--- src/icc_pkg.sv ---
// constants and carriers for the eight-channel input capture block
// assumes one 40 MHz peripheral clock and 16-bit timer counts from outside
package icc_pkg;

    localparam int ICC_CHANNELS   = 8;
    localparam int ICC_TMR_W      = 16;
    localparam int ICC_FIFO_DEPTH = 4;
    localparam int ICC_CNT_W      = $clog2(ICC_FIFO_DEPTH + 1);

    // capture_mode_select codes
    localparam logic [2:0] ICC_MODE_OFF        = 3'h0;
    localparam logic [2:0] ICC_MODE_EVERY_EDGE = 3'h1;
    localparam logic [2:0] ICC_MODE_FALL       = 3'h2;
    localparam logic [2:0] ICC_MODE_RISE       = 3'h3;
    localparam logic [2:0] ICC_MODE_RISE4      = 3'h4;
    localparam logic [2:0] ICC_MODE_RISE16     = 3'h5;
    localparam logic [2:0] ICC_MODE_WAKE_RISE  = 3'h7;

    // prescaler edge counter and interrupt event counter
    localparam logic [3:0] ICC_PRESC_RST     = 4'h0;
    localparam logic [3:0] ICC_PRESC4_LAST   = 4'h3;
    localparam logic [3:0] ICC_PRESC16_LAST  = 4'hF;
    localparam logic [3:0] ICC_PRESC_STEP    = 4'h1;
    localparam logic [1:0] ICC_ICNT_RST      = 2'h0;
    localparam logic [1:0] ICC_ICNT_STEP     = 2'h1;

    // timebase_select value that picks the second timer (reset state)
    localparam logic ICC_TMR_SEL_T3 = 1'b0;

    // capture_control_reg layout, bit 15 down to bit 0
    typedef struct packed {
        logic [1:0] rsvd_15_14;
        logic       idle_stop_bit;          // bit 13
        logic [4:0] rsvd_12_8;
        logic       timebase_select;        // bit 7
        logic [1:0] events_per_interrupt;   // bits 6:5
        logic       capture_overflow_flag;  // bit 4
        logic       buffer_not_empty_flag;  // bit 3
        logic [2:0] capture_mode_select;    // bits 2:0
    } icc_ctrl_t;

    localparam icc_ctrl_t ICC_CTRL_RST = '0;

    // per-channel state of the capture top
    typedef struct packed {
        logic [3:0]           presc;
        logic [1:0]           icnt;
        logic                 blocked;
        logic [ICC_TMR_W-1:0] rd_data;
        logic                 int_pulse;
        logic                 wake_pulse;
        icc_ctrl_t            status;
    } icc_chan_t;

endpackage

--- src/icc_fifo.sv ---
// shift-forward capture buffer, head is always the oldest word
// drops a push when full and not popped in the same cycle; push with a pop is accepted
`timescale 1ns/1ps
module icc_fifo #(
    parameter int WIDTH = 16,
    parameter int DEPTH = 4,
    parameter int CW    = $clog2(DEPTH + 1)
) (
    // clock and reset
    input  wire logic             i_clk,
    input  wire logic             i_srst,
    // control
    input  wire logic             i_flush,
    input  wire logic             i_push,
    input  wire logic [WIDTH-1:0] i_data,
    input  wire logic             i_pop,
    // state
    output logic      [WIDTH-1:0] o_head,
    output logic      [CW-1:0]    o_count
);
    typedef struct packed {
        logic [DEPTH-1:0][WIDTH-1:0] mem;
        logic [CW-1:0]               cnt;
    } icc_fifo_st_t;

    icc_fifo_st_t q;
    icc_fifo_st_t d;

    always_comb begin
        d = q;
        if (i_pop && q.cnt != '0) begin
            for (int i = 0; i < DEPTH - 1; i++) begin
                d.mem[i] = q.mem[i+1];
            end
            d.cnt = q.cnt - CW'(1);
        end
        if (i_push && d.cnt != CW'(DEPTH)) begin
            d.mem[d.cnt] = i_data;
            d.cnt        = d.cnt + CW'(1);
        end
        if (i_flush) begin
            d.cnt = '0;
        end
    end

    always_ff @(posedge i_clk) begin
        if (i_srst) begin
            q <= '0;
        end else begin
            q <= d;
        end
    end

    assign o_head  = q.mem[0];
    assign o_count = q.cnt;
endmodule

--- src/icc_input_capture.sv ---
// eight input capture channels, each with prescaler, four-word buffer and flags
// assumes timer counts, control fields and read strobes are synchronous to i_clk
`timescale 1ns/1ps
// How it works
// - eight channels, each with own control, timer pick, buffer and flags
// - mode field picks falling, rising, 4th rising, 16th rising or both edges
// - mode picks prescale; edge counter cleared when channel turned off
// - any reset clears the prescaler edge counter
// - each channel buffers four 16-bit captured counts
// - not-empty flag set on first capture, held until all read
// - a read returns the oldest word; the rest move forward
// - fifth event into full buffer before a read sets overflow
// - the overflowing capture is dropped, never stored
// - after overflow no captures are stored until buffer fully read
// - bit 7 picks which of two 16-bit timers is captured
// - bit 7 at reset value selects the second timer
// - both-edge mode captures every edge while the buffer has room, flags interrupt on every edge
// - both-edge mode ignores events-per-interrupt, one interrupt per edge
// - both-edge mode never raises overflow
// - bits 6:5 set events counted before the interrupt flag
// - mode 111 with interrupt enabled wakes on rising edge, timer or not
module icc_input_capture
    import icc_pkg::*;
#(
    parameter int NCH   = icc_pkg::ICC_CHANNELS,
    parameter int DEPTH = icc_pkg::ICC_FIFO_DEPTH
) (
    // clock and reset
    input  wire logic                                i_clk,
    input  wire logic                                i_srst,
    // capture pins
    input  wire logic            [NCH-1:0]           i_pin,
    // timer sources
    input  wire logic            [icc_pkg::ICC_TMR_W-1:0] i_timer2,
    input  wire logic            [icc_pkg::ICC_TMR_W-1:0] i_timer3,
    // power state
    input  wire logic                                i_cpu_idle,
    input  wire logic                                i_cpu_sleep,
    // per-channel control and strobes
    input  icc_pkg::icc_ctrl_t   [NCH-1:0]           i_ctrl,
    input  wire logic            [NCH-1:0]           i_int_enable,
    input  wire logic            [NCH-1:0]           i_rd,
    input  wire logic            [NCH-1:0]           i_ovf_clr,
    // per-channel results
    output logic [NCH-1:0][icc_pkg::ICC_TMR_W-1:0]   o_rd_data,
    output icc_pkg::icc_ctrl_t   [NCH-1:0]           o_status,
    output logic                 [NCH-1:0]           o_int_pulse,
    output logic                 [NCH-1:0]           o_wake
);
    import icc_pkg::*;

    localparam int CW = $clog2(DEPTH + 1);

    icc_chan_t [NCH-1:0]                 q;
    icc_chan_t [NCH-1:0]                 d;

    logic      [NCH-1:0]                 rise_w;
    logic      [NCH-1:0]                 fall_w;
    logic      [NCH-1:0]                 push_w;
    logic      [NCH-1:0]                 pop_w;
    logic      [NCH-1:0]                 flush_w;
    logic      [NCH-1:0][ICC_TMR_W-1:0]  tsel_w;
    logic      [NCH-1:0][ICC_TMR_W-1:0]  head_w;
    logic      [NCH-1:0][CW-1:0]         cnt_w;

    // one synchroniser and one buffer per channel
    for (genvar ch = 0; ch < NCH; ch++) begin : g_ch
        icc_sync u_sync (
            .i_clk  (i_clk),
            .i_srst (i_srst),
            .i_pin  (i_pin[ch]),
            .o_rise (rise_w[ch]),
            .o_fall (fall_w[ch])
        );

        // reset value of the select bit means the second timer
        assign tsel_w[ch] = (i_ctrl[ch].timebase_select == ICC_TMR_SEL_T3) ? i_timer3
                                                                          : i_timer2;

        icc_fifo #(
            .WIDTH (ICC_TMR_W),
            .DEPTH (DEPTH),
            .CW    (CW)
        ) u_fifo (
            .i_clk   (i_clk),
            .i_srst  (i_srst),
            .i_flush (flush_w[ch]),
            .i_push  (push_w[ch]),
            .i_data  (tsel_w[ch]),
            .i_pop   (pop_w[ch]),
            .o_head  (head_w[ch]),
            .o_count (cnt_w[ch])
        );
    end

    always_comb begin
        logic [2:0]    mode;
        logic          halted;
        logic          rise;
        logic          fall;
        logic          evt;
        logic          cap_evt;
        logic          full;
        logic          ovf_set;
        logic [CW-1:0] cnt_next;
        mode     = ICC_MODE_OFF;
        halted   = 1'b0;
        rise     = 1'b0;
        fall     = 1'b0;
        evt      = 1'b0;
        cap_evt  = 1'b0;
        full     = 1'b0;
        ovf_set  = 1'b0;
        cnt_next = '0;
        d        = q;
        push_w   = '0;
        pop_w    = '0;
        flush_w  = '0;
        for (int ch = 0; ch < NCH; ch++) begin
            mode = i_ctrl[ch].capture_mode_select;
            // idle-stop freezes the channel; in sleep only the wake mode runs
            halted = (i_cpu_idle && i_ctrl[ch].idle_stop_bit)
                   || (i_cpu_sleep && mode != ICC_MODE_WAKE_RISE);
            rise   = rise_w[ch] && !halted;
            fall   = fall_w[ch] && !halted;
            evt    = 1'b0;
            d[ch].int_pulse  = 1'b0;
            d[ch].wake_pulse = 1'b0;

            case (mode)
                ICC_MODE_EVERY_EDGE: begin
                    evt = rise || fall;
                end
                ICC_MODE_FALL: begin
                    evt = fall;
                end
                ICC_MODE_RISE: begin
                    evt = rise;
                end
                ICC_MODE_RISE4: begin
                    if (rise) begin
                        if (q[ch].presc >= ICC_PRESC4_LAST) begin
                            evt          = 1'b1;
                            d[ch].presc  = ICC_PRESC_RST;
                        end else begin
                            d[ch].presc  = q[ch].presc + ICC_PRESC_STEP;
                        end
                    end
                end
                ICC_MODE_RISE16: begin
                    if (rise) begin
                        if (q[ch].presc == ICC_PRESC16_LAST) begin
                            evt          = 1'b1;
                            d[ch].presc  = ICC_PRESC_RST;
                        end else begin
                            d[ch].presc  = q[ch].presc + ICC_PRESC_STEP;
                        end
                    end
                end
                ICC_MODE_WAKE_RISE: begin
                    evt = rise;
                end
                default: begin
                    evt = 1'b0;
                end
            endcase

            // turning the channel off clears prescaler, buffer and flags
            if (mode == ICC_MODE_OFF) begin
                d[ch].presc = ICC_PRESC_RST;
                d[ch].icnt  = ICC_ICNT_RST;
                flush_w[ch] = 1'b1;
            end

            // wake mode is interrupt only; it stores nothing
            cap_evt    = evt && mode != ICC_MODE_WAKE_RISE;
            pop_w[ch]  = i_rd[ch] && cnt_w[ch] != '0;
            full       = cnt_w[ch] == CW'(DEPTH);
            // a read in the same cycle makes room for the new word
            push_w[ch] = cap_evt && !q[ch].blocked && (!full || pop_w[ch]);
            // both-edge mode drops quietly instead of flagging
            ovf_set    = cap_evt && !q[ch].blocked && full && !pop_w[ch]
                       && mode != ICC_MODE_EVERY_EDGE;

            cnt_next = cnt_w[ch] - CW'(pop_w[ch]) + CW'(push_w[ch]);
            if (flush_w[ch]) begin
                cnt_next = '0;
            end

            // stall holds until every buffered word has been read
            d[ch].blocked = (q[ch].blocked && cnt_next != '0) || ovf_set;

            // empty reads return a stale head, contents undefined
            if (i_rd[ch]) begin
                d[ch].rd_data = head_w[ch];
            end

            if (evt) begin
                if (mode == ICC_MODE_EVERY_EDGE || mode == ICC_MODE_WAKE_RISE) begin
                    d[ch].int_pulse = 1'b1;
                    d[ch].icnt      = ICC_ICNT_RST;
                end else if (q[ch].icnt == i_ctrl[ch].events_per_interrupt) begin
                    d[ch].int_pulse = 1'b1;
                    d[ch].icnt      = ICC_ICNT_RST;
                end else begin
                    d[ch].icnt      = q[ch].icnt + ICC_ICNT_STEP;
                end
            end

            // wake ignores the timer entirely
            d[ch].wake_pulse = evt && mode == ICC_MODE_WAKE_RISE && i_int_enable[ch];

            d[ch].status = i_ctrl[ch];
            d[ch].status.buffer_not_empty_flag = cnt_next != '0;
            // set beats clear in the same cycle
            d[ch].status.capture_overflow_flag = ovf_set
                || (q[ch].status.capture_overflow_flag && !i_ovf_clr[ch]
                    && mode != ICC_MODE_OFF);
        end
    end

    always_ff @(posedge i_clk) begin
        if (i_srst) begin
            for (int ch = 0; ch < NCH; ch++) begin
                q[ch].presc      <= ICC_PRESC_RST;
                q[ch].icnt       <= ICC_ICNT_RST;
                q[ch].blocked    <= 1'b0;
                q[ch].rd_data    <= '0;
                q[ch].int_pulse  <= 1'b0;
                q[ch].wake_pulse <= 1'b0;
                q[ch].status     <= ICC_CTRL_RST;
            end
        end else begin
            q <= d;
        end
    end

    always_comb begin
        for (int ch = 0; ch < NCH; ch++) begin
            o_rd_data[ch]   = q[ch].rd_data;
            o_status[ch]    = q[ch].status;
            o_int_pulse[ch] = q[ch].int_pulse;
            o_wake[ch]      = q[ch].wake_pulse;
        end
    end
endmodule

--- src/icc_sync.sv ---
// two-stage pin synchroniser with edge detect
// assumes the pin is asynchronous; edges are seen two to three clocks late
`timescale 1ns/1ps
module icc_sync (
    // clock and reset
    input  wire logic i_clk,
    input  wire logic i_srst,
    // pin and edges
    input  wire logic i_pin,
    output logic      o_rise,
    output logic      o_fall
);
    typedef struct packed {
        logic s1;
        logic s2;
        logic s3;
    } icc_sync_st_t;

    icc_sync_st_t q;
    icc_sync_st_t d;

    always_comb begin
        d    = q;
        d.s1 = i_pin;
        d.s2 = q.s1;
        d.s3 = q.s2;
    end

    always_ff @(posedge i_clk) begin
        if (i_srst) begin
            q <= '0;
        end else begin
            q <= d;
        end
    end

    // edges look at stages two and three only, never the first stage
    assign o_rise = q.s2 & ~q.s3;
    assign o_fall = ~q.s2 & q.s3;
endmodule
--- config.mk ---
export PLATFORM = sky130hd
export DESIGN_NAME = icc_input_capture
export DESIGN_NICKNAME = d
export VERILOG_FILES = /design/src/icc_pkg.sv /design/src/icc_fifo.sv /design/src/icc_input_capture.sv /design/src/icc_sync.sv
export SDC_FILE = /design/constraint.sdc
export NUM_CORES = 2
export LEC_CHECK = 0
export BUFFER_PORTS_ARGS = -buffer_cell sky130_fd_sc_hd__buf_2
export CORE_AREA = 2 2 288 347
export CTS_CLUSTER_DIAMETER = 120
export CTS_CLUSTER_SIZE = 30
export DETAILED_ROUTE_END_ITERATION = 6
export DIE_AREA = 0 0 290 349
export PLACE_DENSITY = 0.7
export RECOVER_POWER = 50
export SETUP_SLACK_MARGIN = 0.2
export SYNTH_ARGS = -nofsm -noshare
export SYNTH_HDL_FRONTEND = slang
export SYNTH_SLANG_ARGS = --single-unit
--- constraint.sdc ---
create_clock -name i_clk -period 7.49 [get_ports i_clk]
set_clock_uncertainty 0.2 [all_clocks]
set_input_delay 1.8725 -clock i_clk [delete_from_list [all_inputs] [get_ports i_clk]]
set_output_delay 1.8725 -clock i_clk [all_outputs]
set_load 0.005 [all_outputs]
# --- Yosys cells after proc, flatten, opt, wreduce, memory -nomap -nowiden ---
# Index checks and enable logic that the tools add are counted.
word_totals:
  out_inout_bits: 272
  in_bits: 196
  regBits: 888
op_classes:
  addsub: 48
  n_eq_ne: 112
  n_reduce_logical: 328
  order_cmp: 24
  bitwise_logic: 40
  n_mux: 192
op_table:
  columns: ["operator", "count"]
  rows:
  - ["2-to-1 mux 51 bit", 16]
  - ["bitwise mux 64 bit", 8]
  - ["demux 16 bit (select 2 bit)", 8]
  - ["2-to-1 mux 16 bit", 16]
  - ["logical AND 1 bit", 152]
  - ["2-to-1 mux 4 bit", 32]
  - ["equality test 3 bit (second input constant)", 32]
  - ["nonzero test 3 bit", 24]
  - ["2-to-1 mux 2 bit", 32]
  - ["case mux 4 bit (2 select lines)", 8]
  - ["OR reduction 2 bit", 32]
  - ["2-to-1 mux 1 bit", 56]
  - ["equality test 3 x 2 -> 1 bit (second input constant)", 16]
  - ["logical OR 1 bit", 48]
  - ["inequality test 3 bit (second input constant)", 16]
  - ["logical NOT 1 bit", 40]
  - ["case mux 1 bit (5 select lines)", 8]
  - ["adder 4 x 1 -> 4 bit (second input constant)", 8]
  - ["equality test 4 bit (second input constant)", 8]
  - ["greater-or-equal comparator 4 x 2 -> 1 bit (second input constant)", 8]
  - ["inequality test 2 bit (second input constant)", 16]
  - ["nonzero test 2 bit", 16]
  - ["adder 3 x 1 -> 3 bit", 8]
  - ["adder 3 x 1 -> 3 bit (second input constant)", 8]
  - ["13 further kinds", 128]

# --- Depth between registers and ports, before layout ---
logic_depth:
  word_depth: 15
  mapped_depth: 16
  ltp_nobuf: 15

# --- Hierarchy ---
# Synthesis repeated with hierarchy kept, for this count alone.
hier_totals:
  cells_unflattened: 4446
  area_unflattened_um2: 43459.2
by_module_without_submodules:
  columns: ["mod", "area_per_inst_um2", "cells_each", "n_inst", "seq_area_each_um2"]
  rows:
  - ["icc_fifo", 3206.8, 326, 8, 1341.3]
  - ["icc_input_capture", 17073.9, 1774, 1, 6566.3]
  - ["icc_sync", 91.3, 8, 8, 60.1]

# --- Least setup slack after synthesis ---
# Ideal clock, no wire load.
synth_path:
  path_type: "input to register"
  from: "input i_ctrl[18] in the netlist's numbering"
  to: "register q[75] in the netlist's numbering"
  setup_slack_ps: 2495
  t_required_ps: 7173
  setup_time_ps: 117
  path_stages: 16
  t_arrival_ps: 4678
  cell_sequence: "buf_2 -> or4b_1 -> a21o_1 -> o221ai_2 -> buf_4 -> buf_6 -> nand3_2 -> ha_1 -> inv_1 -> ha_1 -> inv_1 -> fa_1 -> xnor2_1 -> xnor2_1 -> a31oi_1 -> a32o_1"
synth_between:
  elab_chain_len: 15
  elab_cells_between_ends: 31
  classes_between: "add/sub (1); eq/ne (8); mux (5); reduce/logical (17)"
synth_rtl:
  columns: ["item", "line", "source"]
  rows:
  - ["start: declaration", "icc_input_capture.sv:40", "input icc_pkg::icc_ctrl_t [NCH-1:0] i_ctrl,"]
  - ["inequality test 3 bit", "icc_input_capture.sv:123, icc_input_capture.sv:176", null]
  - ["logical AND 1 bit", "icc_input_capture.sv:123", "|| (i_cpu_sleep && mode != ICC_MODE_WAKE_RISE);"]
  - ["logical OR 1 bit", "icc_input_capture.sv:123", null]
  - ["logical NOT 1 bit", "icc_input_capture.sv:124, icc_input_capture.sv:125", null]
  - ["logical AND 1 bit, on equally long branches", "icc_input_capture.sv:124, icc_input_capture.sv:125", null]
  - ["2-to-1 mux 1 bit, or another cell as far along", "icc_input_capture.sv:151", "if (rise) begin"]
  - ["case mux 1 bit (5 select lines)", "icc_input_capture.sv:130", "case (mode)"]
  - ["logical AND 1 bit", "icc_input_capture.sv:176", "cap_evt = evt && mode != ICC_MODE_WAKE_RISE;"]
  - ["logical AND 1 bit", "icc_input_capture.sv:180, icc_input_capture.sv:182", null]
  - ["logical AND 1 bit", "icc_input_capture.sv:180", "push_w[ch] = cap_evt && !q[ch].blocked && (!full || pop_w[ch]);"]
  - ["adder 3 x 1 -> 3 bit", "icc_input_capture.sv:185", "cnt_next = cnt_w[ch] - CW'(pop_w[ch]) + CW'(push_w[ch]);"]
  - ["2-to-1 mux 3 bit", "icc_input_capture.sv:186", "if (flush_w[ch]) begin"]
  - ["nonzero test 3 bit", "icc_input_capture.sv:191", "d[ch].blocked = (q[ch].blocked && cnt_next != '0) || ovf_set;"]
  - ["logical AND 1 bit", "icc_input_capture.sv:191", null]
  - ["logical OR 1 bit (*)", "icc_input_capture.sv:191", null]
  - ["end: declaration", "icc_input_capture.sv:54", "icc_chan_t [NCH-1:0] q;"]
# Mark *: on every way between the ends. The rest lies on a longest branch, timed or not.
# A chain may end at the register's enable or synchronous reset.

==> flow_summary.ini <==
[grt]
met1_usage = 0.290
grt_max_degree = 197
antenna_found_initial = 15
overflow = 0
grt_usage = 0.225
met3_usage = 0.0458
gr-usage-met2 = 0.371
grt_pass1_wl_um = 184000
grt_pass1_vias = 31800
grt-busiest-layer = met2

[min_path]
min-delay-start = g_ch[5].u_sync.d[1]
holdPathStages = 1
hp-class = flip-flop to flip-flop
hold_path_end = g_ch[5].u_sync.d[0]

[timing]
min_period_ps = 5640
hold-worst-slack_ps = 249
rsz0062_at_grt = false
slew_headroom = -1.31
worst_slew_pin_slew_ps = 3470
fin_tns_setup_ps = 0
hold_viol = 0
setup-violations-final = 0
fin_crit_sh = 0.753
fmax_mhz = 177
fin_ws_ps = 1850
maxSlewViolCount = 592

[clocking]
clk_path_buf_depth = 3
cts_resized = 0
clockRootBuffer = clkbuf_16
ctsHoldBuffers = 0
path_clk_slew_ps = 110
numCtsBuffers = 37
clock_latency_ps = 630
tritoncts = built
cts_setup_buffers = 0
htreeDepth = 2
cts_sinks = 888

[route]
drc = 0
antenna_left = 0
drtPass1Iterations = 6
drt_iter0_markers = 3351
wire_per_inst_um = 19.8
viasPerCell = 5.69
routed_wl_um = 120000
num_vias = 34300

[die]
io_pins = 468
core_sq_mm = 0.0979
fp-row-count = 126
die_area_sq_mm = 0.101
start_util = 0.448
die_w_um = 290
die_h_um = 349

[synthesis]
yosys-top-cells-count = dfxtp_1 (888), nand2_1 (743), nor3_1 (330)
seq_area_frac_synth = 0.406
synth_seq_cells = 888
synthArstFlopShare = 0
synth_top_family_by_area = simple AND/OR/NAND/NOR gates
synth_nets = 5122
synth_compound_area_frac = 0.118
syn-cell-area_sq_mm = 0.0438
yosysWarnings = 0
synth_most_common_cell = dfxtp_1
synth-main-ff-cell = dfxtp_1
synth_edf_count = 0
yosys-top-cells-area = dfxtp_1 (41%), nand2_1 (6.4%), mux2i_1 (5.9%)
synth_cell_types = 112
yosys.area.top_type = dfxtp_1
synth.avg_cell_area_sq_um = 9.06
synthAdderAreaFrac = 0.0265
synth_simple_gate_area_share = 0.202
syn_inst = 4838
synth_mux_area_frac = 0.140
synth_xor_area_frac = 0.0114
yosysTopAreaCellShare = 0.406

[setup_path]
startpoint_type = input port
reg2reg_from = g_ch[5].u_fifo.o_count[1]
reg2regPathDepth = 14
critPathMaxStageDelay_ps = 2420
critPathSlowestCell = clkbuf_2
cp_top_family = buffers and inverters
critPathRequiredTime_ps = 7810
worst-r2r-setup-slack_ps = 3150
path_buf_inv = 2
end_kind = flip-flop
cp_max_fo = 170
crit_type = input port to flip-flop
crit_chain = buf_8 > clkbuf_2 > nor2_1 > mux2_1
reg2reg_to = g_ch[5].u_fifo.q[55]
cp_data_arrival_time_ps = 5970

[status]
run_status = finished with violations
violations = max-capacitance violations, max-slew violations

[placed_design]
io_buffers = 451
dp_hpwl_um = 76000
finalWeightedCongestion = 0.848
place_ws_ps = 1680

[power]
p_leak_nw = 17.1
irDropWorstVdd_uv = 179
powerDensity_mw_per_mm2 = 216

[flow_run]
cap_viol_max_count = 6

[layout]
drive_gt1_frac = 0.151
fill_cells = 9504
nets = 5018
area_growth_pct = 3.02
==> cell families (layout without fill, tap and decap cells) <==
logic type               Yosys count  in the layout
AO/OA/AOI/OAI                    705            705
XOR/XNOR                          57             57
adder cells (fa/ha/maj)           88             88
buffers and inverters            739            643
flip-flops                       888            888
multiplexers                     554            554
other                              0              8
AND/OR/NAND/NOR                 1807           1807
==> layout by cell type, fill, tap and decap left out, types with 11 or more instances in the layout <==
master and count:
nand3b_1 17, nor2b_1 203, inv_1 101, a31oi_1 63
and3_1 15, buf_2 266, clkbuf_1 182, mux2i_1 260
nand3_1 24, a211oi_1 53, a21oi_1 191, o31ai_1 17
nor2_1 246, nand2b_1 36, mux2_4 52, a311oi_1 176
xnor2_1 49, o21ai_0 33, dfxtp_1 888, clkbuf_16 39
ha_1 80, o211a_1 21, mux2_2 224, nor3_1 330
mux2_1 13, buf_4 34, nor4_1 55, o211ai_1 11
and3b_1 16, nand4_1 18, nand2_1 743, a21o_1 26
==> state kept, by name, indices dropped and copies added, names as in the netlist <==
register,cells
g_ch.u_fifo.q,384
g_ch.u_fifo.o_head,128
o_rd_data,128
o_status,128
q,56
g_ch.u_fifo.o_count,24
g_ch.u_sync.d,16
g_ch.u_sync.q,8
o_int_pulse,8
o_wake,8
==> through the flow <==
stage	instance area, sq um	utilization	total power, W	cells
floorplan	43800	-	0.00667	4838
global placement	44300	0.453	0.00722	5975
detailed placement	44300	0.453	0.00726	5975
CTS	45400	0.464	0.00986	6022
global route	45100	0.461	0.0102	6024
finish	45100	0.461	0.00977	6030
==> layout make-up <==
| cell class | count | area [sq um] | area share |
|---|---|---|---|
| timing repair buffer | 490 | 2330 | 0.0516 |
| sequential | 888 | 17800 | 0.394 |
| clock inverter | 7 | 116 | 0.00258 |
| clock buffer | 40 | 990 | 0.0219 |
| multi-input combinational | 3211 | 21900 | 0.485 |
| tap | 1280 | 1600 | 0.0355 |
| inverter | 106 | 398 | 0.00881 |
| antenna | 8 | 20.0 | 0.000443 |
==> where the power goes <==
part | internal, W | switching [W] | total (W)
Clock | 0.00102 | 0.00159 | 0.00261
Combinational | 0.000659 | 0.00154 | 0.00220
Sequential | 0.00486 | 0.0000944 | 0.00496
==> worst max path at each step <==
stage | depth (start not counted) | endpoint | start
finish | 4 | g_ch[0].u_fifo.q[61] | i_srst
global route | 4 | g_ch[0].u_fifo.q[61] | i_srst
CTS | 12 | g_ch[5].u_fifo.q[55] | i_rd[5]
detailed placement | 12 | g_ch[5].u_fifo.q[55] | i_rd[5]
global placement | 12 | g_ch[5].u_fifo.q[52] | i_rd[5]
floorplan | 16 | q[75] | i_ctrl[18]
==> metal layers <==
metal	vias up	part of all wire
met2	1208	0.46
li1	16400	-
met3	193	0.076
met1	16500	0.42
met4	10	0.035
met5	-	0.00085
Note: power is estimated with default switching activity, not from simulation.
